**config.mk**
```make
export PLATFORM = sky130hd
export DESIGN_NAME = exception_vector_priority
export DESIGN_NICKNAME = d
export VERILOG_FILES = /design/src/include/vector_pkg.sv /design/src/exception_vector_priority.sv
export SDC_FILE = /design/constraint.sdc
export NUM_CORES = 1
export LEC_CHECK = 0
export BUFFER_PORTS_ARGS = -buffer_cell sky130_fd_sc_hd__buf_2
export CELL_PAD_IN_SITES_DETAIL_PLACEMENT = 0
export CELL_PAD_IN_SITES_GLOBAL_PLACEMENT = 1
export CORE_MARGIN = 2
export CORE_UTILIZATION = 23
export CTS_CLUSTER_DIAMETER = 80
export CTS_CLUSTER_SIZE = 14
export DETAILED_ROUTE_END_ITERATION = 12
export PLACE_DENSITY = 0.82
export SLEW_MARGIN = 0
export SYNTH_ARGS = -nofsm -noshare
export SYNTH_HDL_FRONTEND = slang
export SYNTH_SLANG_ARGS = --single-unit
```
**constraint.sdc**
```tcl
create_clock -name clock -period 0.8 [get_ports clock]
set_input_delay 0 -clock clock [delete_from_list [all_inputs] [get_ports clock]]
set_output_delay 0 -clock clock [all_outputs]
set_load 0.05 [all_outputs]
```
**src/include/vector_pkg.sv**
```systemverilog
package vector_pkg;

  localparam int VEC_W  = 5;
  localparam int ADDR_W = 16;
  localparam int NUM_SRC = 18;

  // Vector numbers per source
  localparam logic [VEC_W-1:0] VEC_RESET     = 5'h00;
  localparam logic [VEC_W-1:0] VEC_SYS_LO    = 5'h01;
  localparam logic [VEC_W-1:0] VEC_SYS_HI    = 5'h06;
  localparam logic [VEC_W-1:0] VEC_NMI       = 5'h07;
  localparam logic [VEC_W-1:0] VEC_TRAP0     = 5'h08;
  localparam logic [VEC_W-1:0] VEC_BREAK     = 5'h0c;
  localparam logic [VEC_W-1:0] VEC_SLEEP     = 5'h0d;
  localparam logic [VEC_W-1:0] VEC_EXT0      = 5'h0e;
  localparam logic [VEC_W-1:0] VEC_EXT3      = 5'h11;
  localparam logic [VEC_W-1:0] VEC_WAKEUP    = 5'h12;
  localparam logic [VEC_W-1:0] VEC_SYS_20    = 5'h14;
  localparam logic [VEC_W-1:0] VEC_TIMER_W   = 5'h15;
  localparam logic [VEC_W-1:0] VEC_TIMER_V   = 5'h16;
  localparam logic [VEC_W-1:0] VEC_SERIAL    = 5'h17;
  localparam logic [VEC_W-1:0] VEC_CONV_END  = 5'h19;

  localparam logic [VEC_W-1:0]  VEC_RST_VAL  = 5'h00;
  localparam logic [ADDR_W-1:0] ADDR_RST_VAL = 16'h0000;

  typedef struct packed {
    logic       reset;       // Pin or watchdog
    logic       nmi;
    logic [3:0] trap;
    logic       addr_break;
    logic       sleep_trans;
    logic       ext_request_zero;
    logic       ext_request_three;
    logic [5:0] wakeup_pins;
    logic [4:0] timer_w;
    logic [2:0] timer_v;
    logic [3:0] serial_unit;
    logic       conv_end;
  } request_type;

  typedef struct packed {
    logic              valid;
    logic [VEC_W-1:0]  number;
    logic [ADDR_W-1:0] address;
  } grant_type;

endpackage : vector_pkg

```
**src/exception_vector_priority.sv**
```systemverilog
`timescale 1ns/1ps

module exception_vector_priority
  import vector_pkg::*;
#(
  parameter int VECTOR_WIDTH  = VEC_W,
  parameter int ADDRESS_WIDTH = ADDR_W
)
(
  input  wire logic        clock,
  input  wire logic        reset_n,
  input  wire request_type req,
  input  wire logic        ccr_int_mask,
  input  wire logic        flash_busy,
  output grant_type        grant_ff
);

  // Slot 0 is the strongest; traps get one slot each so the lowest wins
  localparam int NUM_SLOTS = 15;

  typedef enum logic [1:0] {
    CLASS_RESET    = 2'b00,
    CLASS_UNMASKED = 2'b01,
    CLASS_MASKABLE = 2'b10
  } slot_class_type;

  grant_type            nxt_grant;
  logic [VEC_W-1:0]     nxt_number;
  logic                 nxt_any;
  wire  [NUM_SLOTS-1:0] raised;
  wire  [NUM_SLOTS-1:0] allowed;
  wire  [NUM_SLOTS-1:0] eligible;
  wire  [NUM_SLOTS-1:0] taken_above;
  wire  [NUM_SLOTS-1:0] winner;

  function automatic logic [ADDR_W-1:0] vec_addr(
    input logic [VEC_W-1:0] num
  );
    vec_addr = {{(ADDR_W-VEC_W-1){1'b0}}, num, 1'b0};
  endfunction : vec_addr

  function automatic logic is_reserved(
    input logic [VEC_W-1:0] num
  );
    is_reserved = (num >= VEC_SYS_LO && num <= VEC_SYS_HI) || num == VEC_SYS_20;
  endfunction : is_reserved

  function automatic logic [VEC_W-1:0] slot_vector(
    input int slot
  );
    case (slot)
      0: begin
        slot_vector = VEC_RESET;
      end
      1: begin
        slot_vector = VEC_NMI;
      end
      2: begin
        slot_vector = VEC_TRAP0;
      end
      3: begin
        slot_vector = VEC_TRAP0 + 5'h01;
      end
      4: begin
        slot_vector = VEC_TRAP0 + 5'h02;
      end
      5: begin
        slot_vector = VEC_TRAP0 + 5'h03;
      end
      6: begin
        slot_vector = VEC_BREAK;
      end
      7: begin
        slot_vector = VEC_SLEEP;
      end
      8: begin
        slot_vector = VEC_EXT0;
      end
      9: begin
        slot_vector = VEC_EXT3;
      end
      10: begin
        slot_vector = VEC_WAKEUP;
      end
      11: begin
        slot_vector = VEC_TIMER_W;
      end
      12: begin
        slot_vector = VEC_TIMER_V;
      end
      13: begin
        slot_vector = VEC_SERIAL;
      end
      14: begin
        slot_vector = VEC_CONV_END;
      end
      default: begin
        slot_vector = VEC_RESET;
      end
    endcase
  endfunction : slot_vector

  // Break, sleep and traps are core events, so the mask bit leaves them alone
  function automatic slot_class_type slot_class(
    input int slot
  );
    case (slot)
      0: begin
        slot_class = CLASS_RESET;
      end
      1: begin
        slot_class = CLASS_UNMASKED;
      end
      2: begin
        slot_class = CLASS_UNMASKED;
      end
      3: begin
        slot_class = CLASS_UNMASKED;
      end
      4: begin
        slot_class = CLASS_UNMASKED;
      end
      5: begin
        slot_class = CLASS_UNMASKED;
      end
      6: begin
        slot_class = CLASS_UNMASKED;
      end
      7: begin
        slot_class = CLASS_UNMASKED;
      end
      8: begin
        slot_class = CLASS_MASKABLE;
      end
      9: begin
        slot_class = CLASS_MASKABLE;
      end
      10: begin
        slot_class = CLASS_MASKABLE;
      end
      11: begin
        slot_class = CLASS_MASKABLE;
      end
      12: begin
        slot_class = CLASS_MASKABLE;
      end
      13: begin
        slot_class = CLASS_MASKABLE;
      end
      14: begin
        slot_class = CLASS_MASKABLE;
      end
      default: begin
        slot_class = CLASS_MASKABLE;
      end
    endcase
  endfunction : slot_class

  // Grouped sources fold onto one slot
  function automatic logic slot_request(
    input request_type r,
    input int          slot
  );
    case (slot)
      0: begin
        slot_request = r.reset;
      end
      1: begin
        slot_request = r.nmi;
      end
      2: begin
        slot_request = r.trap[0];
      end
      3: begin
        slot_request = r.trap[1];
      end
      4: begin
        slot_request = r.trap[2];
      end
      5: begin
        slot_request = r.trap[3];
      end
      6: begin
        slot_request = r.addr_break;
      end
      7: begin
        slot_request = r.sleep_trans;
      end
      8: begin
        slot_request = r.ext_request_zero;
      end
      9: begin
        slot_request = r.ext_request_three;
      end
      10: begin
        slot_request = |r.wakeup_pins;
      end
      11: begin
        slot_request = |r.timer_w;
      end
      12: begin
        slot_request = |r.timer_v;
      end
      13: begin
        slot_request = |r.serial_unit;
      end
      14: begin
        slot_request = r.conv_end;
      end
      default: begin
        slot_request = 1'b0;
      end
    endcase
  endfunction : slot_request

  // Reset is not an interrupt, so flash lockout never holds it back
  function automatic logic slot_permit(
    input slot_class_type cls,
    input logic           mask,
    input logic           busy
  );
    case (cls)
      CLASS_RESET: begin
        slot_permit = 1'b1;
      end
      CLASS_UNMASKED: begin
        slot_permit = !busy;
      end
      CLASS_MASKABLE: begin
        slot_permit = !busy && !mask;
      end
      default: begin
        slot_permit = 1'b0;
      end
    endcase
  endfunction : slot_permit

  if (VECTOR_WIDTH != VEC_W) begin : g_bad_vector_width
    $error("Vector width must match the grant carrier");
  end
  if (ADDRESS_WIDTH != ADDR_W) begin : g_bad_address_width
    $error("Address width must match the grant carrier");
  end
  if (ADDRESS_WIDTH < VECTOR_WIDTH + 1) begin : g_narrow_address
    $error("Address must hold twice the largest vector number");
  end

  if (slot_vector(0) != VEC_RESET) begin : g_top_slot
    $error("Reset must sit in the top slot");
  end
  if (slot_vector(NUM_SLOTS - 1) != VEC_CONV_END) begin : g_lowest_slot
    $error("Conversion end must sit in the last slot");
  end

  // Table sanity, caught at elaboration rather than in the field
  for (genvar s = 0; s < NUM_SLOTS; s++) begin : g_table_check
    if (is_reserved(slot_vector(s))) begin : g_reserved_hit
      $error("Slot maps onto a reserved vector");
    end
    if (vec_addr(slot_vector(s)) != {slot_vector(s), 1'b0}) begin : g_addr_hit
      $error("Vector address is not twice the number");
    end
    if ((s == 0) != (slot_class(s) == CLASS_RESET)) begin : g_reset_slot
      $error("Only the top slot may ignore the lockout");
    end
    if (s > 0) begin : g_order
      if (slot_vector(s) <= slot_vector(s - 1)) begin : g_order_broken
        $error("Slot order must follow vector order");
      end
      if (slot_class(s) < slot_class(s - 1)) begin : g_class_broken
        $error("A weaker class stands above a stronger one");
      end
    end
  end

  // Each slot is held back by any eligible slot above it
  for (genvar s = 0; s < NUM_SLOTS; s++) begin : g_slot
    assign raised[s]   = slot_request(req, s);
    assign allowed[s]  = slot_permit(slot_class(s), ccr_int_mask, flash_busy);
    assign eligible[s] = raised[s] && allowed[s];
    if (s == 0) begin : g_first
      assign taken_above[s] = 1'b0;
    end else begin : g_later
      assign taken_above[s] = taken_above[s - 1] || eligible[s - 1];
    end
    assign winner[s] = eligible[s] && !taken_above[s];
  end

  assign nxt_any = |winner;

  // Winner is one-hot, so an OR of the picked vectors is exact
  always_comb begin
    nxt_number = '0;
    for (int s = 0; s < NUM_SLOTS; s++) begin
      if (winner[s]) begin
        nxt_number = nxt_number | slot_vector(s);
      end
    end
  end

  always_comb begin
    nxt_grant         = '0;
    // Guard against a reserved number slipping out of a bad table edit
    nxt_grant.valid   = nxt_any && !is_reserved(nxt_number);
    nxt_grant.number  = nxt_number;
    nxt_grant.address = vec_addr(nxt_number);
  end

  // Registered so the core always fetches from a settled grant
  always_ff @(posedge clock or negedge reset_n) begin
    if (!reset_n) begin
      grant_ff.valid   <= 1'b0;
      grant_ff.number  <= VEC_RST_VAL;
      grant_ff.address <= ADDR_RST_VAL;
    end else begin
      grant_ff.valid   <= nxt_grant.valid;
      grant_ff.number  <= nxt_grant.number;
      grant_ff.address <= nxt_grant.address;
    end
  end

endmodule : exception_vector_priority

```
* Word-level counts from Yosys, hierarchy flattened
Cells that the tools add are included.
** Storage, ports and cells
- Flip-flop bits (word level) :: 6
- Logic and storage cells :: 112
- Output and inout bits :: 22
- Input bits :: 33
** Operators by class
- $lt $le $gt $ge :: 2
- Mux-type cells :: 27
- Equality and inequality tests :: 1
- Reductions and logical operators :: 67
- Bitwise gates (word level) :: 13
** Operators by type and width (count)
- 5-bit 2-to-1 mux :: 26
- 5-bit OR :: 12
- 1-bit logical AND :: 31
- 1-bit zero test :: 17
- 15-bit OR reduction :: 1
- 1-bit logical OR :: 14
- 6-bit OR reduction :: 1
- 5-bit equality test (second input constant) :: 1
- 5-bit by 1-bit greater-or-equal comparator with 1-bit output (second input constant) :: 1
- 5-bit by 3-bit <= comparator with 1-bit output (second input constant) :: 1
- 3-bit by 5-bit OR with 5-bit output :: 1
- 5-bit OR reduction :: 1
- 4-bit OR reduction :: 1
- 3-bit 2-to-1 mux :: 1
- 3-bit OR reduction :: 1

* Logic depth before layout (Yosys ltp)
Gate-level depths: netlist of the first run.
- Depth after elaboration :: 37
- Mapped depth :: 5
- Gate-level depth less buffers :: 4

* Worst setup path before layout of the first run
Ideal clock, no wire load.
- Kind :: in2reg
- From :: input port req[9] in the netlist's numbering
- To :: register grant_ff[21] in the netlist's numbering
- Setup time :: 0.104 ns
- Cell stages on the path :: 4
- Buffers on the path :: 0
- Path slack :: -0.619 ns
- Arrival :: 1.315 ns
- Cells stage by stage :: or4_4 -> or3_1 -> mux2_2 -> o311ai_1
** RTL lines
- from (decl) :: line exception_vector_priority.sv:12 : input wire request_type req,
- to (decl) :: line exception_vector_priority.sv:15 : output grant_type grant_ff

==> flow_summary.json, run 1 <==
{
  "ctsLongestPathBuffers": 2,
  "post-route-period-util_pct": 162.2,
  "largest_net_degree_at_the_start_of_global_routing": 11,
  "detailed_place_hpwl_mm": 1.455,
  "dieArea_sq_um": 3100,
  "core_area_sq_um": 2500,
  "p_leak_nw": 0.5436,
  "p_seq_share_pct": 28.2,
  "netlist_instances": 78,
  "p_sw_mw": 0.4647,
  "initial_util_pct": 24.57,
  "max_clock_freq_ghz": 0.7706,
  "finalWeightedCongestion": 0.7915,
  "detailed_route_drc_error_count": 0,
  "max-cap-violations": 0,
  "synth-edff-count": 0,
  "worst-endpoint-arrival_ps": 1440,
  "power_density_nw_per_um2": 1039,
  "routed_wirelength_normalized_by_instance_count_um": 10.70,
  "finalHoldWorstSlack_ps": 94.20,
  "synth_top_cells_by_count": "sky130_fd_sc_hd__buf_4 (17), sky130_fd_sc_hd__nor3_1 (8), sky130_fd_sc_hd__nor2_1 (7), sky130_fd_sc_hd__a21oi_1 (6), sky130_fd_sc_hd__dfrtp_1 (6)",
  "critical_path.startpoint_type": "primary input",
  "period_minus_slack_ps": 1298,
  "clock_power_share_pct": 25.1,
  "vias_per_inst": 4.631,
  "ys_seq_elements": 6,
  "chipHeight_um": 55.68,
  "route.antenna.remaining_nets": 0,
  "multi_input_comb_area_sq_um": 460.4,
  "post-synth-top-area-fraction_pct": 24.44,
  "failed_checks": "negative setup slack",
  "post_route_cells_drive_above_1_share_pct": 63.04,
  "cp.required_ps": 940,
  "final_cell_count_no_fill": 168,
  "synth_area_per_cell_sq_um": 7.876,
  "largest_register_ffs": 6,
  "layout_top_registers": "grant_ff x6",
  "synth.most_common_cell": "sky130_fd_sc_hd__buf_4",
  "seq_area_sq_um": 156.4,
  "route.final.wire_length_mm": 1.798,
  "globalRoute.totalOverflow": 0,
  "filler_cell_count": 243,
  "crit_path_max_incr_delay_ps": 530,
  "synth.yosys.seq_area_share_pct": 24.44,
  "irDropWorstVdd_v": 0.0006674,
  "fp.dieW_um": 55.68,
  "post_synth_instance_area_sq_um": 614.3,
  "vias": 778,
  "async_reset_ff_share_pct": 100.0,
  "synth_top_cell_by_area": "sky130_fd_sc_hd__dfrtp_1",
  "power_report.internal_total_mw": 0.7211,
  "layout-area-overhead-vs-synth_pct": 85.74,
  "drt_first_iter_violations": 5,
  "timing.critical_path.slowest_stage_cell": "sky130_fd_sc_hd__or4_4",
  "hold_path.class": "in2reg",
  "numClockSinks": 6,
  "ys_warn_count": 0,
  "hold_viol": 0,
  "cts_tree": "built",
  "cts.root.buffer_cell": "sky130_fd_sc_hd__clkbuf_4",
  "synth-main-ff-cell": "sky130_fd_sc_hd__dfrtp_1",
  "cp_max_fo": 2,
  "core.rowCount": 18,
  "antenna-diode-count": 0,
  "unrepaired_setup_endpoints_after_global_routing": "yes",
  "worst_setup_path_end_kind": "flop",
  "grt_pass1_wl_mm": 3.070,
  "dp.cells": 162,
  "clock_buffers_created_by_tritoncts": 3,
  "cp_cell_sequence": "buf_6 > or4_4 > or3_4 > mux2_4 > o311ai_2",
  "outcome": "complete, but fails checks",
  "cts.reportedPaths.clkPinSlew_ps": 50,
  "first_global_vias": 772,
  "number_of_antenna_violations_at_the_first_check_in_global_routing": 0,
  "fin_nets": 172,
  "top_area_cells_in_the_synthesized_netlist": "sky130_fd_sc_hd__dfrtp_1 (24%), sky130_fd_sc_hd__buf_4 (21%), sky130_fd_sc_hd__nor3_1 (6.5%), sky130_fd_sc_hd__a21oi_1 (4.9%), sky130_fd_sc_hd__nor2_1 (4.3%)",
  "final_critical_path_setup_slack_ps": -497.7,
  "grt_use_total_pct": 12.09,
  "pin_count": 55,
  "drtPass1Iterations": 2,
  "power.share.switching_pct": 39.19,
  "setup_viol_count_final": 16,
  "cts_max_level": 1,
  "largest-register": "grant_ff",
  "comb_power_share_pct": 46.8,
  "synth.lib_cells_used.distinct": 31,
  "critical_path_class": "in2reg",
  "finalMaxSlewViolations": 0,
  "placement.io_buffers": 43,
  "dp_worst_setup_slack_ps": -785.2
}
==> area by class of cell <==
class	instances	share of cell area [%]
multi-input combinational	63	40.35
inverter	2	0.6579
clock buffer	4	2.303
timing repair buffer	63	39.69
tap	30	3.289
sequential	6	13.71
==> metrics by stage <==
stage	total power [mW]	utilization (%)	TNS, ps	cell area (sq um)
detailed placement	0.8071	36.74	-3984	918.4
finish	1.186	45.65	-2338	1141
global route	1.261	45.65	-2865	1141
CTS	1.179	43.29	-2250	1082
floorplan	0.6765	-	-2604	658.1
global placement	0.8042	36.74	-3917	918.4
==> layout by cell type (no fill, tap or decap), types with 2 or more instances in the layout <==
master	synthesis	routed
sky130_fd_sc_hd__buf_2	0	30
sky130_fd_sc_hd__buf_6	0	14
sky130_fd_sc_hd__o21ai_0	5	4
sky130_fd_sc_hd__conb_1	1	11
sky130_fd_sc_hd__clkbuf_4	0	3
sky130_fd_sc_hd__inv_1	2	2
sky130_fd_sc_hd__or4_4	1	4
sky130_fd_sc_hd__buf_4	17	18
sky130_fd_sc_hd__dfrtp_2	0	5
sky130_fd_sc_hd__nor3_1	8	8
sky130_fd_sc_hd__nor2_1	7	5
sky130_fd_sc_hd__a21oi_1	6	6
==> worst paths after layout <==
kind                          from            to  slack [ps]  depth (start not counted)
max                         req[9]  grant_ff[21]        -500                          5
max in group asynchronous  reset_n   grant_ff[2]         540                          2
min in group asynchronous  reset_n   grant_ff[3]         110                          2
min                        req[25]   grant_ff[1]          90                          3
==> critical path: cells and delay by family <==
| kind | cells | cell delay, ps |
|---|---|---|
| multiplexers | 1 | 280 |
| AO/OA/AOI/OAI | 1 | 200 |
| AND/OR/NAND/NOR | 2 | 880 |
| buffers and inverters | 1 | 90 |
==> layer usage <==
| layer | share of wire [%] | vias to the layer above | global-route usage (%) |
|---|---|---|---|
| met1 | 38 | 366 | 12.87 |
| met5 | 0 | - | 0 |
| met4 | 0 | 0 | 4.530 |
| met3 | 5.0 | 0 | 1.628 |
| met2 | 57 | 31 | 23.64 |
| li1 | - | 381 | - |
==> power groups by stage <==
stage | clock network [mW] | logic, mW | registers [mW]
global placement | 0 | 0.474 | 0.330
finish | 0.297 | 0.555 | 0.334
CTS | 0.313 | 0.533 | 0.333
floorplan | 0 | 0.291 | 0.386
global route | 0.334 | 0.591 | 0.336
detailed placement | 0 | 0.476 | 0.331
==> cells by family (layout without fill, tap and decap cells) <==
family          after synthesis  count (layout)  synth area share (%)
flops                         6               6                 24.44
other cells                   1              11                0.6104
compound gates               22              22                 23.22
mux                           1               1                 1.833
buf+inv                      19              69                 22.00
simple gates                 29              29                 27.91
==> what timing repair did <==
action                                  4_1_cts  5_1_grt
endpoints found under the setup margin       17       17
endpoints found under the hold margin         6        0
hold buffers                                  1        0
setup buffers                                 0        1
pin swaps                                     3        0
resized for setup                            34       10
Note: power is estimated with default switching activity, not from simulation.
==> run 2, diff against run 1 <==
--- a/config.mk
+++ b/config.mk
@@ -5,6 +5,7 @@
 export SDC_FILE = /design/constraint.sdc
 export NUM_CORES = 1
 export LEC_CHECK = 0
+export ABC_AREA = 1
 export BUFFER_PORTS_ARGS = -buffer_cell sky130_fd_sc_hd__buf_2
 export CELL_PAD_IN_SITES_DETAIL_PLACEMENT = 0
 export CELL_PAD_IN_SITES_GLOBAL_PLACEMENT = 1
@@ -13,6 +14,7 @@
 export CTS_CLUSTER_DIAMETER = 80
 export CTS_CLUSTER_SIZE = 14
 export DETAILED_ROUTE_END_ITERATION = 12
+export GPL_TIMING_DRIVEN = 0
 export PLACE_DENSITY = 0.82
 export SLEW_MARGIN = 0
 export SYNTH_ARGS = -nofsm -noshare
==> run 2 against run 1 <==
The run still ends with negative setup slack left. Cell area up 6.5%. Area after synthesis up 5.7%. Non-clock buffer count up 3. Utilization down 0.82 points. Clock-buffer cell count unchanged. Hold slack better by 10 ps. Synthesized cell count up 26%. Highest routed layer unchanged.
==> flow_summary.json, run 2 <==
{
  "outcome": "complete, but fails checks",
  "failed_checks": "negative setup slack",
  "drtPass1Iterations": 4,
  "largest_register_ffs": 6,
  "post-synth-top-area-fraction_pct": 23.12,
  "timing.critical_path.slowest_stage_cell": "sky130_fd_sc_hd__dfrtp_2",
  "route.antenna.remaining_nets": 0,
  "globalRoute.totalOverflow": 0,
  "finish.instance_area_sq_um": 1215,
  "core_area_sq_um": 2710,
  "p_sw_mw": 0.5909,
  "dp_worst_setup_slack_ps": -434.3,
  "critical_path.endpoint": "grant_ff[19]",
  "p_seq_share_pct": 24.4,
  "unrepaired_setup_endpoints_after_global_routing": "yes",
  "largest-register": "grant_ff",
  "fp.dieW_um": 57.14,
  "synth_adder_area_share_pct": 0,
  "synth-main-ff-cell": "sky130_fd_sc_hd__dfrtp_1",
  "worst_setup_path_end_kind": "primary output",
  "finalMaxSlewViolations": 0,
  "cts_max_level": 1,
  "irDropWorstVdd_v": 0.0006786,
  "final_critical_path_setup_slack_ps": -114.7,
  "comb_power_share_pct": 54.6,
  "post-route-period-util_pct": 114.3,
  "finalWeightedCongestion": 0.8211,
  "synth_top_cell_by_area": "sky130_fd_sc_hd__dfrtp_1",
  "clock_buffers_created_by_tritoncts": 3,
  "power_report.internal_total_mw": 0.8410,
  "cp_cell_sequence": "buf_6 > buf_8",
  "post_synth_instance_area_sq_um": 649.4,
  "crit_path_max_incr_delay_ps": 410,
  "cp_max_fo": 2,
  "ys_warn_count": 0,
  "pin_count": 55,
  "clock_power_share_pct": 21.1,
  "multi_input_comb_area_sq_um": 421.7,
  "critical_path.startpoint_type": "flop",
  "antenna-diode-count": 0,
  "cts.root.buffer_cell": "sky130_fd_sc_hd__clkbuf_4",
  "largest_net_degree_at_the_start_of_global_routing": 9,
  "grt_pass1_wl_mm": 2.842,
  "number_of_antenna_violations_at_the_first_check_in_global_routing": 0,
  "final_common_cell": "sky130_fd_sc_hd__buf_2",
  "synth.area.mux_share_pct": 0,
  "vias_per_inst": 4.120,
  "p_leak_nw": 0.6451,
  "seq_area_sq_um": 155.1,
  "drt_first_iter_violations": 16,
  "cts.reportedPaths.clkPinSlew_ps": 50,
  "chipHeight_um": 57.14,
  "vias": 791,
  "layout-area-overhead-vs-synth_pct": 87.09,
  "power_density_nw_per_um2": 1179,
  "design_power_total_mw": 1.432,
  "async_reset_ff_share_pct": 100.0,
  "synth_xor_area_share_pct": 0,
  "critical_path_class": "reg2out",
  "layout_top_registers": "grant_ff x6",
  "grt_use_total_pct": 10.89,
  "cts_tree": "built",
  "top_area_cells_in_the_synthesized_netlist": "sky130_fd_sc_hd__dfrtp_1 (23%), sky130_fd_sc_hd__buf_4 (18%), sky130_fd_sc_hd__nand2_1 (9.2%), sky130_fd_sc_hd__nor2_1 (9.2%), sky130_fd_sc_hd__nand3_1 (6.9%)",
  "synth-edff-count": 0,
  "ys_seq_elements": 6,
  "synth.lib_cells_used.distinct": 21,
  "detailed_place_hpwl_mm": 1.402,
  "finalHoldWorstSlack_ps": 104.4,
  "synth_simple_gate_area_share_pct": 35.07,
  "first_global_vias": 756,
  "synth.yosys.seq_area_share_pct": 23.12,
  "initial_util_pct": 23.96,
  "max_clock_freq_ghz": 1.093,
  "netlist_instances": 98,
  "timing.critical_path.from": "grant_ff[4]",
  "core.rowCount": 19,
  "route.final.wire_length_mm": 1.674,
  "placement.io_buffers": 43,
  "setup_viol_count_final": 14,
  "main_combinational_cell_family_by_area_after_synthesis": "simple AND/OR/NAND/NOR gates",
  "synth_top_cells_by_count": "sky130_fd_sc_hd__buf_4 (16), sky130_fd_sc_hd__nand2_1 (16), sky130_fd_sc_hd__nor2_1 (16), sky130_fd_sc_hd__inv_1 (11), sky130_fd_sc_hd__nand3_1 (9)",
  "power.share.switching_pct": 41.27,
  "fin_nets": 195,
  "post_synthesis_compound_gate_area_fraction_pct": 14.64,
  "cp.required_ps": 800,
  "synth_area_per_cell_sq_um": 6.626,
  "filler_cell_count": 280,
  "layout.cells.most_common_list": "sky130_fd_sc_hd__buf_2 (31), sky130_fd_sc_hd__nand2_1 (16), sky130_fd_sc_hd__buf_4 (16)",
  "ctsLongestPathBuffers": 2,
  "hold_path.class": "in2async",
  "detailed_route_drc_error_count": 0,
  "period_minus_slack_ps": 914.7,
  "dieArea_sq_um": 3264,
  "hold_viol": 0,
  "place_area_sq_um": 975.9,
  "max-cap-violations": 0,
  "numClockSinks": 6,
  "worst-endpoint-arrival_ps": 910,
  "routed_wirelength_normalized_by_instance_count_um": 8.719,
  "post_route_cells_drive_above_1_share_pct": 54.04
}
## run 2: through the flow
| stage | setup TNS, ps | cells | util [%] |
|---|---|---|---|
| 2_1_floorplan | -611.3 | 108 | - |
| 3_5_place_dp | -2531 | 182 | 36.01 |
| 3_3_place_gp | -2408 | 182 | 36.01 |
| 4_1_cts | -1091 | 192 | 43.68 |
| 6_report | -975.7 | 192 | 44.83 |
| 5_1_grt | -1805 | 192 | 44.83 |
## run 2: per-layer routing
metal,GRT usage [%],share of wire [%],vias to the layer above,wire length (um)
met4,3.987,0,0,0
met5,0,0,-,0
met2,21.02,53,35,890
li1,-,-,420,-
met3,2.948,9.5,0,159
met1,11.03,37,336,625
## run 2: cells by family (layout without fill, tap and decap cells)
family | Yosys count | in the layout
other cells | 1 | 11
buf+inv | 28 | 81
simple gates | 49 | 49
compound gates | 14 | 14
flops | 6 | 6
## run 2: how the worst min path moves through the flow
stage / to / slack, ps / cells past startpoint
floorplan: grant_ff[1] / -300 / 0
CTS: grant_ff[3] / 100 / 2
global route: grant_ff[3] / 110 / 2
global placement: grant_ff[21] / -180 / 1
finish: grant_ff[3] / 100 / 2
detailed placement: grant_ff[21] / -170 / 1
## run 2: power groups by stage
stage / sequential [mW] / combinational (mW) / clock [mW]
floorplan: 0.425 / 0.395 / 0
CTS: 0.347 / 0.759 / 0.316
global route: 0.353 / 0.833 / 0.347
detailed placement: 0.344 / 0.636 / 0
global placement: 0.342 / 0.630 / 0
finish: 0.349 / 0.781 / 0.301
## run 2: repair_timing
item	in CTS	in global routing
pin swaps	1	1
setup buffers	5	0
resized for setup	39	8
hold buffers	1	0
hold endpoints to repair	6	0
setup endpoints to repair	17	17
## run 2: layout make-up
class | instances | share of cell area, %
sequential | 6 | 12.77
tap | 31 | 3.193
inverter | 11 | 4.428
buffer | 17 | 12.67
timing repair buffer | 49 | 30.07
multi-input combinational | 74 | 34.71
clock buffer | 4 | 2.163
## run 2: worst max-delay path: cells and delay by family, from the launching register on
family / cells / cell delay, ps
flip-flops: 1 / 410
buffers and inverters: 2 / 260
